$ cat src/core/mmpp_defines.svh
// Address map, widths and reset values of the parallel ports
//
// Functional notes
// Each port is a memory-mapped peripheral decoded at fixed offsets from its base.
// A port spans at most four 32-bit register words from its base.
// Output ports take writes at base; input ports return pin values on read.
// Bidirectional port has a direction register as wide as its data register.
// Direction bit 0 makes the data bit an input, 1 drives it out.
// Direction register sits at offset 4 from the port base.
// Offsets 8 and C are decoded; their function lies outside this block.
// Lamp port: 10-bit write-only data register at 0xFF200000 drives ten lamps.
// Lamp register written by words; bits above the ten are discarded.
// Two segment ports, each a 32-bit write-only register written by words.
// Segment register at 0xFF200020 drives digits three down to zero.
// Segment register at 0xFF200030 drives digits five and four.
// Segment bits drive display segments directly, no digit decoding.
// Switch port: 10-bit read-only register at 0xFF200040 returns switch positions.
// Reset clears output data and direction registers to zero.
`ifndef MMPP_DEFINES_SVH
`define MMPP_DEFINES_SVH

// ----------------------------------------
// Port base addresses and offsets
// ----------------------------------------
`define MMPP_LAMP_ADDR 32'hff200000
`define MMPP_LOW_SEG_ADDR 32'hff200020
`define MMPP_UP_SEG_ADDR 32'hff200030
`define MMPP_SLIDER_ADDR 32'hff200040
`define MMPP_GEN_BASE 32'hff200080
`define MMPP_DATA_OFS 32'h00000000
`define MMPP_DIR_OFS 32'h00000004
`define MMPP_SPARE8_OFS 32'h00000008
`define MMPP_SPAREC_OFS 32'h0000000c

// ----------------------------------------
// Widths, field positions, reset values
// ----------------------------------------
`define MMPP_REG_W 32
`define MMPP_LAMP_W 10
`define MMPP_SLIDER_W 10
`define MMPP_SEG_W 7
`define MMPP_DIGIT_STRIDE 8
`define MMPP_DATA_RST 32'h00000000
`define MMPP_DIR_RST 32'h00000000

`endif

$ cat src/core/mmpp_pkg.sv
// Types shared by the parallel port modules
package mmpp_pkg;
`include "mmpp_defines.svh"

	// Register selected by a bus address
	typedef enum logic [2:0] {
		MMPP_SEL_NONE = 3'b000,
		MMPP_SEL_LAMP = 3'b001,
		MMPP_SEL_LOW_SEG = 3'b010,
		MMPP_SEL_UP_SEG = 3'b011,
		MMPP_SEL_SLIDER = 3'b100,
		MMPP_SEL_GEN_DATA = 3'b101,
		MMPP_SEL_GEN_DIR = 3'b110,
		MMPP_SEL_GEN_SPARE = 3'b111
	} mmpp_sel_e;

	// One bus request as seen in a single cycle
	typedef struct packed {
		logic wr;
		logic rd;
		logic [31:0] addr;
		logic [31:0] wdata;
	} mmpp_req_s;

	// Full-word address compare; unaligned or foreign addresses select nothing
	function automatic mmpp_sel_e mmpp_decode(input logic [31:0] addr);
		mmpp_sel_e sel;
		sel = MMPP_SEL_NONE;
		if (addr == `MMPP_LAMP_ADDR) begin
			sel = MMPP_SEL_LAMP;
		end else if (addr == `MMPP_LOW_SEG_ADDR) begin
			sel = MMPP_SEL_LOW_SEG;
		end else if (addr == `MMPP_UP_SEG_ADDR) begin
			sel = MMPP_SEL_UP_SEG;
		end else if (addr == `MMPP_SLIDER_ADDR) begin
			sel = MMPP_SEL_SLIDER;
		end else if (addr == `MMPP_GEN_BASE + `MMPP_DATA_OFS) begin
			sel = MMPP_SEL_GEN_DATA;
		end else if (addr == `MMPP_GEN_BASE + `MMPP_DIR_OFS) begin
			sel = MMPP_SEL_GEN_DIR;
		end else if (addr == `MMPP_GEN_BASE + `MMPP_SPARE8_OFS ||
			addr == `MMPP_GEN_BASE + `MMPP_SPAREC_OFS) begin
			sel = MMPP_SEL_GEN_SPARE;
		end
		return sel;
	endfunction : mmpp_decode

endpackage : mmpp_pkg

$ cat src/core/mmpp_out_reg.sv
// Write-only output data register of configurable width
`timescale 1ns/10ps
`include "mmpp_defines.svh"
module mmpp_out_reg
	import mmpp_pkg::*;
#(
	parameter int WIDTH = 32
) (
	// Clock and reset
	input wire logic i_clk,
	input wire logic i_rst,
	// Write strobe and word
	input wire logic i_we,
	input wire logic [31:0] i_wdata,
	// Register contents
	output logic [WIDTH-1:0] o_q
);

	// ----------------------------------------
	// Elaboration check
	// ----------------------------------------
	if (WIDTH < 1 || WIDTH > `MMPP_REG_W) begin : g_bad_width
		$error("mmpp_out_reg: WIDTH must be 1 to 32");
	end

	// ----------------------------------------
	// Storage
	// ----------------------------------------
	// Upper word bits beyond WIDTH are dropped by the part-select
	always_ff @(posedge i_clk) begin
		if (i_rst) begin
			o_q <= WIDTH'(`MMPP_DATA_RST);
		end else if (i_we) begin
			o_q <= i_wdata[WIDTH-1:0];
		end
	end

endmodule : mmpp_out_reg

$ cat src/core/mmpp_bidir_port.sv
// Bidirectional data and direction registers of one parallel port
`timescale 1ns/10ps
`include "mmpp_defines.svh"
module mmpp_bidir_port
	import mmpp_pkg::*;
#(
	parameter int WIDTH = 32
) (
	// Clock and reset
	input wire logic i_clk,
	input wire logic i_rst,
	// Register writes
	input wire logic i_data_we,
	input wire logic i_dir_we,
	input wire logic [31:0] i_wdata,
	// Pins
	input wire logic [WIDTH-1:0] i_pin_in,
	output logic [WIDTH-1:0] o_pin_out,
	output logic [WIDTH-1:0] o_pin_oe,
	// Value seen when the data register is read
	output logic [WIDTH-1:0] o_rd_value
);

	// ----------------------------------------
	// Elaboration check
	// ----------------------------------------
	if (WIDTH < 1 || WIDTH > `MMPP_REG_W) begin : g_bad_width
		$error("mmpp_bidir_port: WIDTH must be 1 to 32");
	end

	// ----------------------------------------
	// Output data register
	// ----------------------------------------
	always_ff @(posedge i_clk) begin
		if (i_rst) begin
			o_pin_out <= WIDTH'(`MMPP_DATA_RST);
		end else if (i_data_we) begin
			o_pin_out <= i_wdata[WIDTH-1:0];
		end
	end

	// ----------------------------------------
	// Direction register, one bit per data bit
	// ----------------------------------------
	// Reset leaves every bit an input so nothing fights the board at power-up
	always_ff @(posedge i_clk) begin
		if (i_rst) begin
			o_pin_oe <= WIDTH'(`MMPP_DIR_RST);
		end else if (i_dir_we) begin
			o_pin_oe <= i_wdata[WIDTH-1:0];
		end
	end

	// Inputs show the pin, outputs show what is being driven
	assign o_rd_value = (o_pin_oe & o_pin_out) | (~o_pin_oe & i_pin_in);

endmodule : mmpp_bidir_port

$ cat src/core/mmpp_top.sv
// Memory-mapped parallel ports: lamps, segment digits, switches, generic port
`timescale 1ns/10ps
`include "mmpp_defines.svh"
module mmpp_top
	import mmpp_pkg::*;
#(
	parameter int GEN_W = 32
) (
	// Clock and reset
	input wire logic i_clk,
	input wire logic i_rst,
	// Processor word bus
	input wire logic [31:0] i_bus_addr,
	input wire logic i_bus_wr,
	input wire logic i_bus_rd,
	input wire logic [31:0] i_bus_wdata,
	output logic [31:0] o_bus_rdata,
	output logic o_bus_rvalid,
	// Lamps
	output logic [9:0] o_red_lamp_outputs,
	// Segment digits, bit 0 is segment 0
	output logic [6:0] o_digit_zero_segments,
	output logic [6:0] o_digit_one_segments,
	output logic [6:0] o_digit_two_segments,
	output logic [6:0] o_digit_three_segments,
	output logic [6:0] o_digit_four_segments,
	output logic [6:0] o_digit_five_segments,
	// Slider switches
	input wire logic [9:0] i_slider_inputs,
	// Generic bidirectional port pins
	input wire logic [GEN_W-1:0] i_gen_pin_in,
	output logic [GEN_W-1:0] o_gen_pin_out,
	output logic [GEN_W-1:0] o_gen_pin_oe
);

	// ----------------------------------------
	// Elaboration checks
	// ----------------------------------------
	if (GEN_W < 1 || GEN_W > `MMPP_REG_W) begin : g_bad_gen_w
		$error("mmpp_top: GEN_W must be 1 to 32");
	end
	if (`MMPP_LAMP_W != 10 || `MMPP_SLIDER_W != 10) begin : g_bad_io_w
		$error("mmpp_top: lamp and switch widths must match the pins");
	end

	// ----------------------------------------
	// Request capture and decode
	// ----------------------------------------
	// The bus has no wait states: a request is taken on the edge where its
	// strobe is high, writes land on that edge and reads answer one cycle later.
	// Only exact word addresses select a register, so byte or halfword
	// addresses near a port fall through to the unmapped case.
	mmpp_req_s req;
	mmpp_sel_e sel;
	logic wr_lamp;
	logic wr_low_seg;
	logic wr_up_seg;
	logic wr_gen_data;
	logic wr_gen_dir;

	// Bundle the bus into one request word
	assign req.wr = i_bus_wr;
	assign req.rd = i_bus_rd;
	assign req.addr = i_bus_addr;
	assign req.wdata = i_bus_wdata;

	// Every register lives at a fixed offset from its port base
	assign sel = mmpp_decode(req.addr);

	// Write strobes; a write to a read-only or spare word does nothing
	assign wr_lamp = req.wr && sel == MMPP_SEL_LAMP;
	assign wr_low_seg = req.wr && sel == MMPP_SEL_LOW_SEG;
	assign wr_up_seg = req.wr && sel == MMPP_SEL_UP_SEG;
	assign wr_gen_data = req.wr && sel == MMPP_SEL_GEN_DATA;
	assign wr_gen_dir = req.wr && sel == MMPP_SEL_GEN_DIR;

	// ----------------------------------------
	// Output registers
	// ----------------------------------------
	// Segment words are stored whole; only seven bits of each byte lane are wired,
	// so the spare bit per lane and the upper half of the upper word cost a few
	// flip-flops but keep the write path the same for both segment ports.
	logic [31:0] low_seg_q;
	logic [31:0] up_seg_q;
	logic [GEN_W-1:0] gen_rd_value;

	// Lamp register keeps only the ten implemented bits
	mmpp_out_reg #(
		.WIDTH(`MMPP_LAMP_W)
	) u_lamp (
		.i_clk(i_clk),
		.i_rst(i_rst),
		.i_we(wr_lamp),
		.i_wdata(req.wdata),
		.o_q(o_red_lamp_outputs)
	);

	// Digits three down to zero
	mmpp_out_reg #(
		.WIDTH(`MMPP_REG_W)
	) u_low_seg (
		.i_clk(i_clk),
		.i_rst(i_rst),
		.i_we(wr_low_seg),
		.i_wdata(req.wdata),
		.o_q(low_seg_q)
	);

	// Digits five and four; upper half of the word is stored but unwired
	mmpp_out_reg #(
		.WIDTH(`MMPP_REG_W)
	) u_up_seg (
		.i_clk(i_clk),
		.i_rst(i_rst),
		.i_we(wr_up_seg),
		.i_wdata(req.wdata),
		.o_q(up_seg_q)
	);

	// Generic bidirectional port
	mmpp_bidir_port #(
		.WIDTH(GEN_W)
	) u_gen (
		.i_clk(i_clk),
		.i_rst(i_rst),
		.i_data_we(wr_gen_data),
		.i_dir_we(wr_gen_dir),
		.i_wdata(req.wdata),
		.i_pin_in(i_gen_pin_in),
		.o_pin_out(o_gen_pin_out),
		.o_pin_oe(o_gen_pin_oe),
		.o_rd_value(gen_rd_value)
	);

	// ----------------------------------------
	// Segment fan-out
	// ----------------------------------------
	// Each digit owns one byte lane; bit 7 of each lane is unwired.
	// Segments are driven raw, so software builds its own glyphs.
	assign o_digit_zero_segments = low_seg_q[0*`MMPP_DIGIT_STRIDE +: `MMPP_SEG_W];
	assign o_digit_one_segments = low_seg_q[1*`MMPP_DIGIT_STRIDE +: `MMPP_SEG_W];
	assign o_digit_two_segments = low_seg_q[2*`MMPP_DIGIT_STRIDE +: `MMPP_SEG_W];
	assign o_digit_three_segments = low_seg_q[3*`MMPP_DIGIT_STRIDE +: `MMPP_SEG_W];
	assign o_digit_four_segments = up_seg_q[0*`MMPP_DIGIT_STRIDE +: `MMPP_SEG_W];
	assign o_digit_five_segments = up_seg_q[1*`MMPP_DIGIT_STRIDE +: `MMPP_SEG_W];

	// ----------------------------------------
	// Read path
	// ----------------------------------------
	logic [31:0] rd_mux;

	// Write-only, spare and unmapped words read as zero
	always_comb begin
		rd_mux = 32'h00000000;
		unique case (sel)
			MMPP_SEL_SLIDER: rd_mux = 32'(i_slider_inputs);
			MMPP_SEL_GEN_DATA: rd_mux = 32'(gen_rd_value);
			MMPP_SEL_GEN_DIR: rd_mux = 32'(o_gen_pin_oe);
			MMPP_SEL_GEN_SPARE: rd_mux = 32'h00000000;
			MMPP_SEL_NONE,
			MMPP_SEL_LAMP,
			MMPP_SEL_LOW_SEG,
			MMPP_SEL_UP_SEG: rd_mux = 32'h00000000;
		endcase
	end

	// Pins and switches are taken as synchronous, so the word seen on the
	// request edge goes straight into the read register with no extra stage.
	// Read data is captured in the request cycle and held until the next read
	always_ff @(posedge i_clk) begin
		if (i_rst) begin
			o_bus_rdata <= 32'h00000000;
		end else if (req.rd) begin
			o_bus_rdata <= rd_mux;
		end
	end

	// Answer strobe, one cycle after every read request
	always_ff @(posedge i_clk) begin
		if (i_rst) begin
			o_bus_rvalid <= 1'b0;
		end else begin
			o_bus_rvalid <= req.rd;
		end
	end
endmodule : mmpp_top

$ cat config.mk
export PLATFORM = sky130hd
export DESIGN_NAME = mmpp_top
export DESIGN_NICKNAME = d
export VERILOG_FILES = /design/src/core/mmpp_pkg.sv /design/src/core/mmpp_out_reg.sv /design/src/core/mmpp_bidir_port.sv /design/src/core/mmpp_top.sv
export VERILOG_INCLUDE_DIRS = /design/src /design/src/core
export SDC_FILE = /design/constraint.sdc
export NUM_CORES = 1
export LEC_CHECK = 0
export BUFFER_PORTS_ARGS = -buffer_cell sky130_fd_sc_hd__buf_2
export CAP_MARGIN = 40
export CELL_PAD_IN_SITES_DETAIL_PLACEMENT = 1
export CELL_PAD_IN_SITES_GLOBAL_PLACEMENT = 1
export CORE_MARGIN = 10
export CORE_UTILIZATION = 40
export CTS_BUF_LIST = sky130_fd_sc_hd__clkbuf_2 sky130_fd_sc_hd__clkbuf_4 sky130_fd_sc_hd__clkbuf_8
export DETAILED_ROUTE_END_ITERATION = 8
export HOLD_SLACK_MARGIN = 0.02
export PLACE_DENSITY_LB_ADDON = 0.3
export SLEW_MARGIN = 20
export SYNTH_ARGS = -nofsm -noshare
export SYNTH_HDL_FRONTEND = slang
export SYNTH_SLANG_ARGS = --single-unit
$ cat constraint.sdc
create_clock -name i_clk -period 5.1 [get_ports i_clk]
set_input_delay 0.51 -clock i_clk [delete_from_list [all_inputs] [get_ports i_clk]]
set_output_delay 0.51 -clock i_clk [all_outputs]
set_load 0.02 [all_outputs]
==> results of run 1 <==
## kinds of logic after synthesis
family / after synthesis / synth area share
mux: 116 / 0.182
flops: 149 / 0.468
simple gates: 199 / 0.200
buf+inv: 54 / 0.0391
compound gates: 106 / 0.110
## state kept, by name, indices dropped and copies added (netlist names)
signal,cells
u_gen.o_pin_out,32
u_up_seg.o_q,14
o_bus_rvalid,1
u_gen.o_pin_oe,32
o_bus_rdata,32
u_low_seg.o_q,28
u_lamp.o_q,10
## critical path: cells and delay by family
family	cells	cell delay, ns
buffers and inverters	3	0.71
multiplexers	1	0.20
AND/OR/NAND/NOR	3	1.71
## how the worst max path moves through the flow
stage,endpoint,slack (ns),cells past startpoint,from
floorplan,u_gen.o_pin_oe[3],2.78,6,i_bus_addr[9]
global placement,u_gen.o_pin_oe[22],1.50,5,i_bus_addr[4]
detailed placement,u_gen.o_pin_oe[3],1.44,6,i_bus_addr[4]
CTS,u_gen.o_pin_oe[4],1.90,6,i_bus_addr[4]
global route,u_gen.o_pin_oe[4],2.18,7,i_bus_addr[4]
finish,u_gen.o_pin_oe[4],2.32,7,i_bus_addr[4]
## cells in the final DEF (no fill, tap or decap), types with 2 or more instances in the layout
master	n
o21ai_0	54
dfxtp_1	149
inv_6	3
clkinvlp_4	2
nor2b_1	2
clkbuf_8	19
clkinv_4	3
o22ai_1	10
a22o_1	32
nand4_1	3
nand2b_1	171
nor4b_2	2
inv_1	10
buf_4	6
buf_12	3
bufinv_16	5
a32oi_1	10
mux2i_1	116
buf_2	258
nor4_1	3
clkbuf_4	2
and4_1	2
nor2_1	2
## synthesized netlist by cell type
cell type	number	share of area
nand2b_1	171	0.17
dfxtp_1	149	0.47
mux2i_1	116	0.18
o21ai_0	54	0.042
clkbuf_1	33	0.019
a22o_1	32	0.044
a32oi_1	10	0.014
inv_1	10	0.0059
o22ai_1	10	0.0098
buf_6	5	0.0088
buf_1	3	0.0018
nand4_1	3	0.0029
nor2_1	3	0.0018
nor4_1	3	0.0029
nor4b_1	3	0.0041
and4_1	2	0.0028
buf_4	2	0.0024
nor2b_1	2	0.0020
or4_1	2	0.0024
and3_1	1	0.00098
and4b_1	1	0.0016
buf_2	1	0.00079
nand2_1	1	0.00059
nand3_1	1	0.00079
nand4b_1	1	0.0014
nor4b_2	1	0.0024
or2_1	1	0.00098
or3_1	1	0.00098
or4b_2	1	0.0016
or4b_4	1	0.0022
## layer usage
layer | track usage | vias to the layer above | part of all wire
met2 | 0.361 | 207 | 0.51
met3 | 0.0624 | 27 | 0.068
met1 | 0.222 | 2722 | 0.40
met5 | 0 | - | 0.00058
li1 | - | 2662 | -
met4 | 0.0716 | 2 | 0.018
## power by group through the flow
stage | logic (W) | clock network, W | registers, W
2_1_floorplan | 0.0000639 | 0 | 0.00119
3_3_place_gp | 0.000123 | 0 | 0.00119
3_5_place_dp | 0.000129 | 0 | 0.00119
4_1_cts | 0.000130 | 0.00111 | 0.00116
5_1_grt | 0.000144 | 0.00116 | 0.00116
6_report | 0.000131 | 0.00108 | 0.00116
## layout make-up
class / count / share of cell area
clock buffers: 19 / 0.0313
clock inverters: 13 / 0.0260
flip-flops and latches: 149 / 0.357
repair buffers: 270 / 0.171
well taps: 216 / 0.0323
multi-input cells: 421 / 0.378
inverters: 10 / 0.00449
## through the flow
step	cell area [um2]	total power, W	std cells	worst slack (ns)
after floorplan	6370	0.00125	624	2.78
after global placement	7790	0.00131	1060	1.50
after detailed placement	7850	0.00132	1063	1.44
after CTS	8320	0.00240	1095	1.90
after global routing	8360	0.00247	1098	2.18
final	8360	0.00238	1098	2.32
==> results.md, run 1 <==
- Internal reg-to-reg setup slack: 3.95 ns
- Final Core Density: 0.530
- CP required: 5.45 ns
- Psw: 0.000532 W
- Final wirelength: 22,300 um
- Sequential Power Share: 0.489
- Layout cells sized above 1: 0.351
- I/O Buffers: 258
- Worst hold slack: 0.372 ns
- Critical path startpoint category: primary input
- Internal power: 0.00184 W
- Starting DRT DRC Count: 198
- Relative slew slack: 0.583
- Final period util: 0.546
- Critical path capture point type: flip-flop
- DR WL/cell: 20.3 um
- Clock Sinks: 149
- Antenna diodes: 0
- Max rail drop VDD: 143 uV
- Max_cap viols: 0
- Initial antenna violation count: 1
- Final Max Slew Viols: 0
- CP Cell Sequence: buf_2 > nor4b_2 > clkbuf_4 > nand2b_1 > or4_2 > buf_12 > mux2i_1
- Pre-antenna DRT Iters: 4
- PwrDens: 284 nW/um2
- Critical-path top delay cell: or4_2
- Flip-flop and latch area: 2980 um2
- Avg Vias per Cell: 5.12
- Final setup fails: 0
- First-pass GRT wire length: 34,900 um
- Hold Path Sink: u_gen.o_pin_oe[31]
- Post-Syn Instances: 624
- Worst-path clk slew: 0.08 ns
- CP arrival: 3.14 ns
- Resized Gates After CTS: 0
- Max FO, Critical Path: 19
- CTS HTree Levels: 4
- RR Startpoint: u_gen.o_pin_oe[4]
- Clock latency on the worst-skew pair: 0.44 ns
- Nets: 979
- Footprint of the multi-input gates: 3160 um2
- Gr ovfl total: 0
- Row count: 46
- Largest net degree at the start of global routing: 79
- Crit Path Class: primary input to flip-flop
- Mean area per synthesized cell: 10.2 um2
- Vias: 5,620
- Root Buffer: clkbuf_8
- Comb pwr share: 0.055
- Total GRT Usage: 0.202
- Yosys reg bits: 149
- Max frequency: 0.359 GHz
- Hold Startpoint: i_bus_wdata[31]
- Setup tns final: 0 ns
- Slew @ Worst Pin: 0.626 ns
- Number of global-route vias before repair: 6,227
- Die Height: 146 um
- Die ar.: 21,400 um2
- RePlAce Congestion: 0.823
- R2r endpoint: o_bus_rdata[4]
- Post-synthesis sequential area ratio: 0.468
- Status: finished, final reports clean
- Post-DP HPWL: 16,900 um
- Post-CTS Hold Buffers: 0
- Syn nets: 734
- Leak: 4.20 nW
- Post-CTS Setup Bufs: 0
- Fillers: 1,905
- Hold-critical path depth: 3
- Worst path max stage delay: 1.03 ns
- CTS tree: done
- Minimum clock period: 2.78 ns
- Chip Width: 146 um
- Synth-to-layout area growth: 31.3%
- I/O pin cnt: 259
- Ys Warns: 0
- Final Hold Fails: 0
- Post-route DRC: 0
- Total CTS buffers: 17
- Synth unique cells: 30
- Maximum clock path buffer count: 2
- Type of the most critical hold path: primary input to flip-flop
- CORE AREA: 15,800 um2
- Initial core utilization: 0.404
- Synthesized area: 6370 um2
- Reg2Reg Depth: 4
- Net Sw Frac: 0.224
- RSZ-0062 raised after global routing: false
- Post-route ant nets: 0
- Layout Skew: 0.0140 ns
- Clock share of power: 0.455
(Power assumes the default switching activity.)
==> run 2, diff against run 1 <==
--- a/config.mk
+++ b/config.mk
@@ -11,7 +11,7 @@
 export CELL_PAD_IN_SITES_DETAIL_PLACEMENT = 1
 export CELL_PAD_IN_SITES_GLOBAL_PLACEMENT = 1
 export CORE_MARGIN = 10
-export CORE_UTILIZATION = 40
+export CORE_UTILIZATION = 37
 export CTS_BUF_LIST = sky130_fd_sc_hd__clkbuf_2 sky130_fd_sc_hd__clkbuf_4 sky130_fd_sc_hd__clkbuf_8
 export DETAILED_ROUTE_END_ITERATION = 8
 export HOLD_SLACK_MARGIN = 0.02
==> constraint.sdc (replaced) <==
create_clock -name i_clk -period 2.9 [get_ports i_clk]
set_input_delay 0.29 -clock i_clk [delete_from_list [all_inputs] [get_ports i_clk]]
set_output_delay 0.29 -clock i_clk [all_outputs]
set_load 0.02 [all_outputs]
==> results.md, run 2 (synthesis gave the netlist of run 1 again) <==
- Number of global-route vias before repair: 6,302 (+1.2%)
- Reg2Reg Depth: 4 (unchanged)
- Avg Vias per Cell: 5.06 (-1.2%)
- Largest net degree at the start of global routing: 93 (+18%)
- Max frequency: 0.475 GHz
- Crit Path Class: primary input to flip-flop
- CTS tree: done
- Initial antenna violation count: 1 (unchanged)
- Final Power: 0.00390 W (+64%)
- Total CTS buffers: 17 (unchanged)
- Worst path max stage delay: 0.65 ns (-0.38 ns)
- RePlAce Congestion: 0.854 (+3.8%)
- Final Hold Fails: 0 (unchanged)
- Status: finished, final reports clean
- Post-DP HPWL: 17,200 um (+1.4%)
- Chip Width: 151 um (+3.4%)
- Minimum clock period: 2.11 ns
- Root Buffer: clkbuf_8
- Critical path capture point type: flip-flop
- Clock Sinks: 149 (unchanged)
- CTS HTree Levels: 4 (unchanged)
- Layout cells sized above 1: 0.352 (+0.000734)
- Total GRT Usage: 0.194 (-0.00818)
- Setup tns final: 0 ns (unchanged)
- Finished Layout Cells: 1,104 (+0.55%)
- CP arrival: 2.42 ns (-0.72 ns)
- Max FO, Critical Path: 32 (+13)
- First-pass GRT wire length: 34,800 um (-0.16%)
- Post-route ant nets: 0 (unchanged)
- Nets: 980 (+0.10%)
- Flip-flop and latch area: 2980 um2 (unchanged)
- Worst-path clk slew: 0.09 ns (about the same)
- Internal reg-to-reg setup slack: 1.75 ns (-2.20 ns)
- Leak: 4.15 nW (-1.1%)
- RSZ-0062 raised after global routing: false
- Row count: 47 (+2.2%)
- Worst path bufs/invs: 2 (-1)
- Final Max Slew Viols: 0 (unchanged)
- Layout Skew: 0.0150 ns (+0.00101 ns)
- Critical Path Start: i_bus_addr[9]
- CP Depth: 6 (-1)
- Commonest non-fill, non-tap cells in the layout: buf_2, nand2b_1, dfxtp_1, mux2i_1, o21ai_0
- Initial core utilization: 0.381 (-0.0225)
- Resized Gates After CTS: 0 (unchanged)
- I/O Buffers: 258 (unchanged)
- R2r endpoint: o_bus_rdata[2]
- Critical-path top delay cell: or4_2
- PwrDens: 472 nW/um2 (+66%)
- Max rail drop VDD: 256 uV (+80%)
- Type of the most critical hold path: primary input to flip-flop
- CP required: 3.21 ns (-2.24 ns)
- Fillers: 1,983 (+4.1%)
- Final setup fails: 0 (unchanged)
- CORE AREA: 16,700 um2 (+5.9%)
- Final wirelength: 22,800 um (+2.1%)
- Clock latency on the worst-skew pair: 0.46 ns (+0.02 ns)
- Maximum clock path buffer count: 2 (unchanged)
- Die Height: 151 um (+3.4%)
- CP Cell Sequence: buf_2 > or4b_4 > or2_1 > or4_2 > buf_4 > mux2i_1
- Largest delay share family, worst path: simple AND/OR/NAND/NOR gates
- Footprint of the multi-input gates: 3160 um2 (unchanged)
- Critical path startpoint category: primary input
- DR WL/cell: 20.6 um (+1.6%)
- Post-CTS Hold Buffers: 0 (unchanged)
- Top Registers: o_bus_rdata (32), u_gen.o_pin_oe (32), u_gen.o_pin_out (32)
- Slew @ Worst Pin: 0.866 ns (+0.240 ns)
- I/O pin cnt: 259 (unchanged)
- Post-CTS Setup Bufs: 0 (unchanged)
- Starting DRT DRC Count: 263 (+33%)
- Synth-to-layout area growth: 29.7%
- Worst hold slack: 0.127 ns (-0.245 ns)
- Gr ovfl total: 0 (unchanged)
- RR Startpoint: u_gen.o_pin_oe[2]
- Max_cap viols: 0 (unchanged)
- Relative slew slack: 0.422 (-0.161)
- Pre-antenna DRT Iters: 4 (unchanged)
- Die ar.: 22,900 um2 (+7.0%)
- Post-route DRC: 0 (unchanged)
- Commonest non-fill, non-tap cell in the layout: buf_2
- Dpl cells: 1,070 (+0.66%)
- Vias: 5,583 (-0.66%)
- CP endpoint: u_gen.o_pin_oe[24]
- Final period util: 0.727
-- run 2: cell count changes in the layout (fill, tap and decap cells not counted), moves of 2 or more --
cell,delta
buf_4,+6
bufinv_16,-4
inv_8,+4
buf_12,-2
clkbuf_8,-2
inv_6,+2
-- run 2: through the flow --
step                 util  cell area, um2  setup WS [ns]
finish              0.495            8260          0.793
global route        0.494            8260          0.778
CTS                 0.494            8250          0.813
detailed placement  0.470            7860          0.316
global placement    0.470            7860          0.373
floorplan               -            6370          0.798
-- run 2: final cells by class --
| type | instances | share of cell area |
|---|---|---|
| antenna | 1 | 0.000303 |
| timing repair buffer | 271 | 0.170 |
| inverter | 10 | 0.00454 |
| tap | 220 | 0.0333 |
| multi-input combinational | 421 | 0.383 |
| sequential | 149 | 0.361 |
| clock inverter | 15 | 0.0194 |
| clock buffer | 17 | 0.0283 |
-- run 2: routing by layer --
metal,global-route usage,vias to the layer above,part of all wire,routed length (um)
li1,-,2677,-,-
met1,0.219,2674,0.40,9140
met2,0.333,203,0.50,11300
met3,0.0740,29,0.085,1950
met4,0.0577,0,0.018,411
met5,0,-,0,0
-- run 2: worst min-delay path by stage --
| stage | from | endpoint | slack (ns) | cells past startpoint |
|---|---|---|---|---|
| after floorplan | i_rst | o_bus_rvalid | 0.38 | 1 |
| after global placement | o_bus_rdata[13] | o_bus_rdata[13] | 0.46 | 1 |
| after detailed placement | o_bus_rdata[3] | o_bus_rdata[3] | 0.46 | 1 |
| after CTS | i_bus_wdata[15] | u_gen.o_pin_oe[15] | 0.09 | 3 |
| after global routing | i_bus_wdata[31] | u_gen.o_pin_out[31] | 0.11 | 3 |
| final | i_bus_wdata[15] | u_gen.o_pin_oe[15] | 0.13 | 3 |
-- run 2: tightest hold or removal path, stage by stage --
cell and delay, ns:
buf_2 0.10, nand2b_1 0.08, mux2i_1 0.07
-- run 2: power by group --
group | internal, W | switching, W
Clock | 0.000718 | 0.000900
Combinational | 0.000113 | 0.000121
Sequential | 0.00204 | 0.000000194
Total | 0.00287 | 0.00102
==> run 3, diff against run 2 <==
==> constraint.sdc (replaced) <==
create_clock -name i_clk -period 2.1 [get_ports i_clk]
set_input_delay 0.21 -clock i_clk [delete_from_list [all_inputs] [get_ports i_clk]]
set_output_delay 0.21 -clock i_clk [all_outputs]
set_load 0.02 [all_outputs]
==> results.md, run 3 (synthesis gave the netlist of run 1 again) <==
- Clock latency on the worst-skew pair: 0.45 ns (about the same)
- I/O Buffers: 258 (unchanged)
- Type of the most critical hold path: primary input to flip-flop
- Nets: 990 (+1.0%)
- Final wirelength: 22,700 um (-0.35%)
- Post-CTS Hold Buffers: 1 (+1)
- Post-DP HPWL: 17,500 um (+1.7%)
- Finished Layout Cells: 1,115 (+1.0%)
- Final Power: 0.00554 W (+42%)
- Critical path capture point type: flip-flop
- Synth-to-layout area growth: 32.5%
- Initial antenna violation count: 1 (unchanged)
- First-pass GRT wire length: 34,200 um (-1.8%)
- Maximum clock path buffer count: 2 (unchanged)
- Initial core utilization: 0.381 (unchanged)
- Die Height: 151 um (unchanged)
- Max FO, Critical Path: 32 (unchanged)
- Internal power: 0.00424 W (+47%)
- Post-CTS Setup Bufs: 0 (unchanged)
- Root Buffer: clkbuf_8
- Worst-path clk slew: 0.07 ns (-0.02 ns)
- Top Registers: o_bus_rdata (32), u_gen.o_pin_oe (32), u_gen.o_pin_out (32)
- Relative slew slack: 0.658 (+0.236)
- Layout cells sized above 1: 0.358 (+0.00613)
- Total GRT Usage: 0.189 (-0.00515)
- Crit Path Class: primary input to flip-flop
- Comb pwr share: 0.059 (about the same)
- Commonest non-fill, non-tap cell in the layout: buf_2
- Final Hold Fails: 0 (unchanged)
- Total CTS buffers: 17 (unchanged)
- Leak: 4.25 nW (+2.3%)
- Chip Width: 151 um (unchanged)
- Clock share of power: 0.432 (+0.017)
- Gr ovfl total: 0 (unchanged)
- Worst Setup Slack, final: 0.242 ns (-0.551 ns)
- Layout Skew: 0.0108 ns (-0.00419 ns)
- Setup tns final: 0 ns (unchanged)
- Final Max Slew Viols: 0 (unchanged)
- Row count: 47 (unchanged)
- Vias: 5,693 (+2.0%)
- Net Sw Frac: 0.235 (-0.0276)
- Psw: 0.00130 W (+27%)
- Largest net degree at the start of global routing: 64 (-31%)
- Sequential Power Share: 0.510 (-0.015)
- Slew @ Worst Pin: 0.512 ns (-0.354 ns)
- Final setup fails: 0 (unchanged)
- PwrDens: 656 nW/um2 (+39%)
- Minimum clock period: 1.86 ns
- Final period util: 0.885
- Post-route ant nets: 0 (unchanged)
- DR WL/cell: 20.4 um (-1.3%)
- Critical path startpoint category: primary input
- I/O pin cnt: 259 (unchanged)
- Clock Sinks: 149 (unchanged)
- Max rail drop VDD: 349 uV (+36%)
- Status: finished, final reports clean
- CORE AREA: 16,700 um2 (unchanged)
- Pre-antenna DRT Iters: 4 (unchanged)
- RSZ-0062 raised after global routing: false
- Avg Vias per Cell: 5.11 (+0.96%)
- Fillers: 2,001 (+0.91%)
- CP required: 2.42 ns (-0.79 ns)
- Dpl cells: 1,080 (+0.93%)
- Number of global-route vias before repair: 6,327 (+0.40%)
- RePlAce Congestion: 0.875 (+2.5%)
- Max frequency: 0.538 GHz
- Starting DRT DRC Count: 183 (-30%)
- Resized Gates After CTS: 0 (unchanged)
- CP arrival: 2.18 ns (-0.24 ns)
- Max_cap viols: 0 (unchanged)
- CTS HTree Levels: 4 (unchanged)
- Commonest non-fill, non-tap cells in the layout: buf_2, nand2b_1, dfxtp_1, mux2i_1, o21ai_0
- CTS tree: done
- Place WS: -0.231 ns (-0.547 ns)
- Die ar.: 22,900 um2 (unchanged)
- Post-route DRC: 0 (unchanged)
-- run 3: layout make-up --
class / instances / area [um2] / area share
clock inverters: 13 / 170 / 0.0202
well taps: 220 / 275 / 0.0326
inverters: 10 / 37.5 / 0.00445
clock buffers: 19 / 262 / 0.0310
multi-input cells: 421 / 3160 / 0.375
repair buffers: 281 / 1540 / 0.183
diodes: 2 / 5.00 / 0.000593
flip-flops and latches: 149 / 2980 / 0.353
-- run 3: power by group through the flow --
stage	Combinational [W]	Sequential, W	Clock (W)
floorplan	0.000155	0.00289	0
global placement	0.000311	0.00289	0
detailed placement	0.000327	0.00289	0
CTS	0.000329	0.00282	0.00245
global route	0.000355	0.00282	0.00255
finish	0.000325	0.00282	0.00239
-- run 3: critical path, cell delays in order --
cell     delay, ns
buf_2         0.10
or4b_4        0.53
or2_1         0.26
or4_2         0.69
buf_12        0.22
mux2i_1       0.15
-- run 3: path summary, 6_finish.rpt --
kind                           from             endpoint  slack [ns]  cells past startpoint
setup / recovery      i_bus_addr[9]   u_gen.o_pin_oe[31]        0.24                      6
hold / removal      i_bus_wdata[31]  u_gen.o_pin_out[31]        0.06                      3
setup reg to reg  u_gen.o_pin_oe[2]       o_bus_rdata[2]        1.00                      4
hold reg to reg   u_low_seg.o_q[27]    u_low_seg.o_q[27]        0.48                      2
-- run 3: metrics by stage --
step           cell area (um2)  hold WS [ns]   util
4_1_cts                   8430        0.0361  0.505
6_report                  8440        0.0639  0.505
3_3_place_gp              7990         0.455  0.479
3_5_place_dp              7990         0.463  0.479
5_1_grt                   8430        0.0471  0.505
2_1_floorplan             6370         0.296      -
-- run 3: per-layer routing --
| layer | up-vias | share of wire | GRT usage |
|---|---|---|---|
| met5 | - | 0 | 0 |
| met4 | 0 | 0.020 | 0.0654 |
| met3 | 33 | 0.081 | 0.0656 |
| met2 | 216 | 0.51 | 0.333 |
| met1 | 2750 | 0.39 | 0.206 |
| li1 | 2694 | - | - |
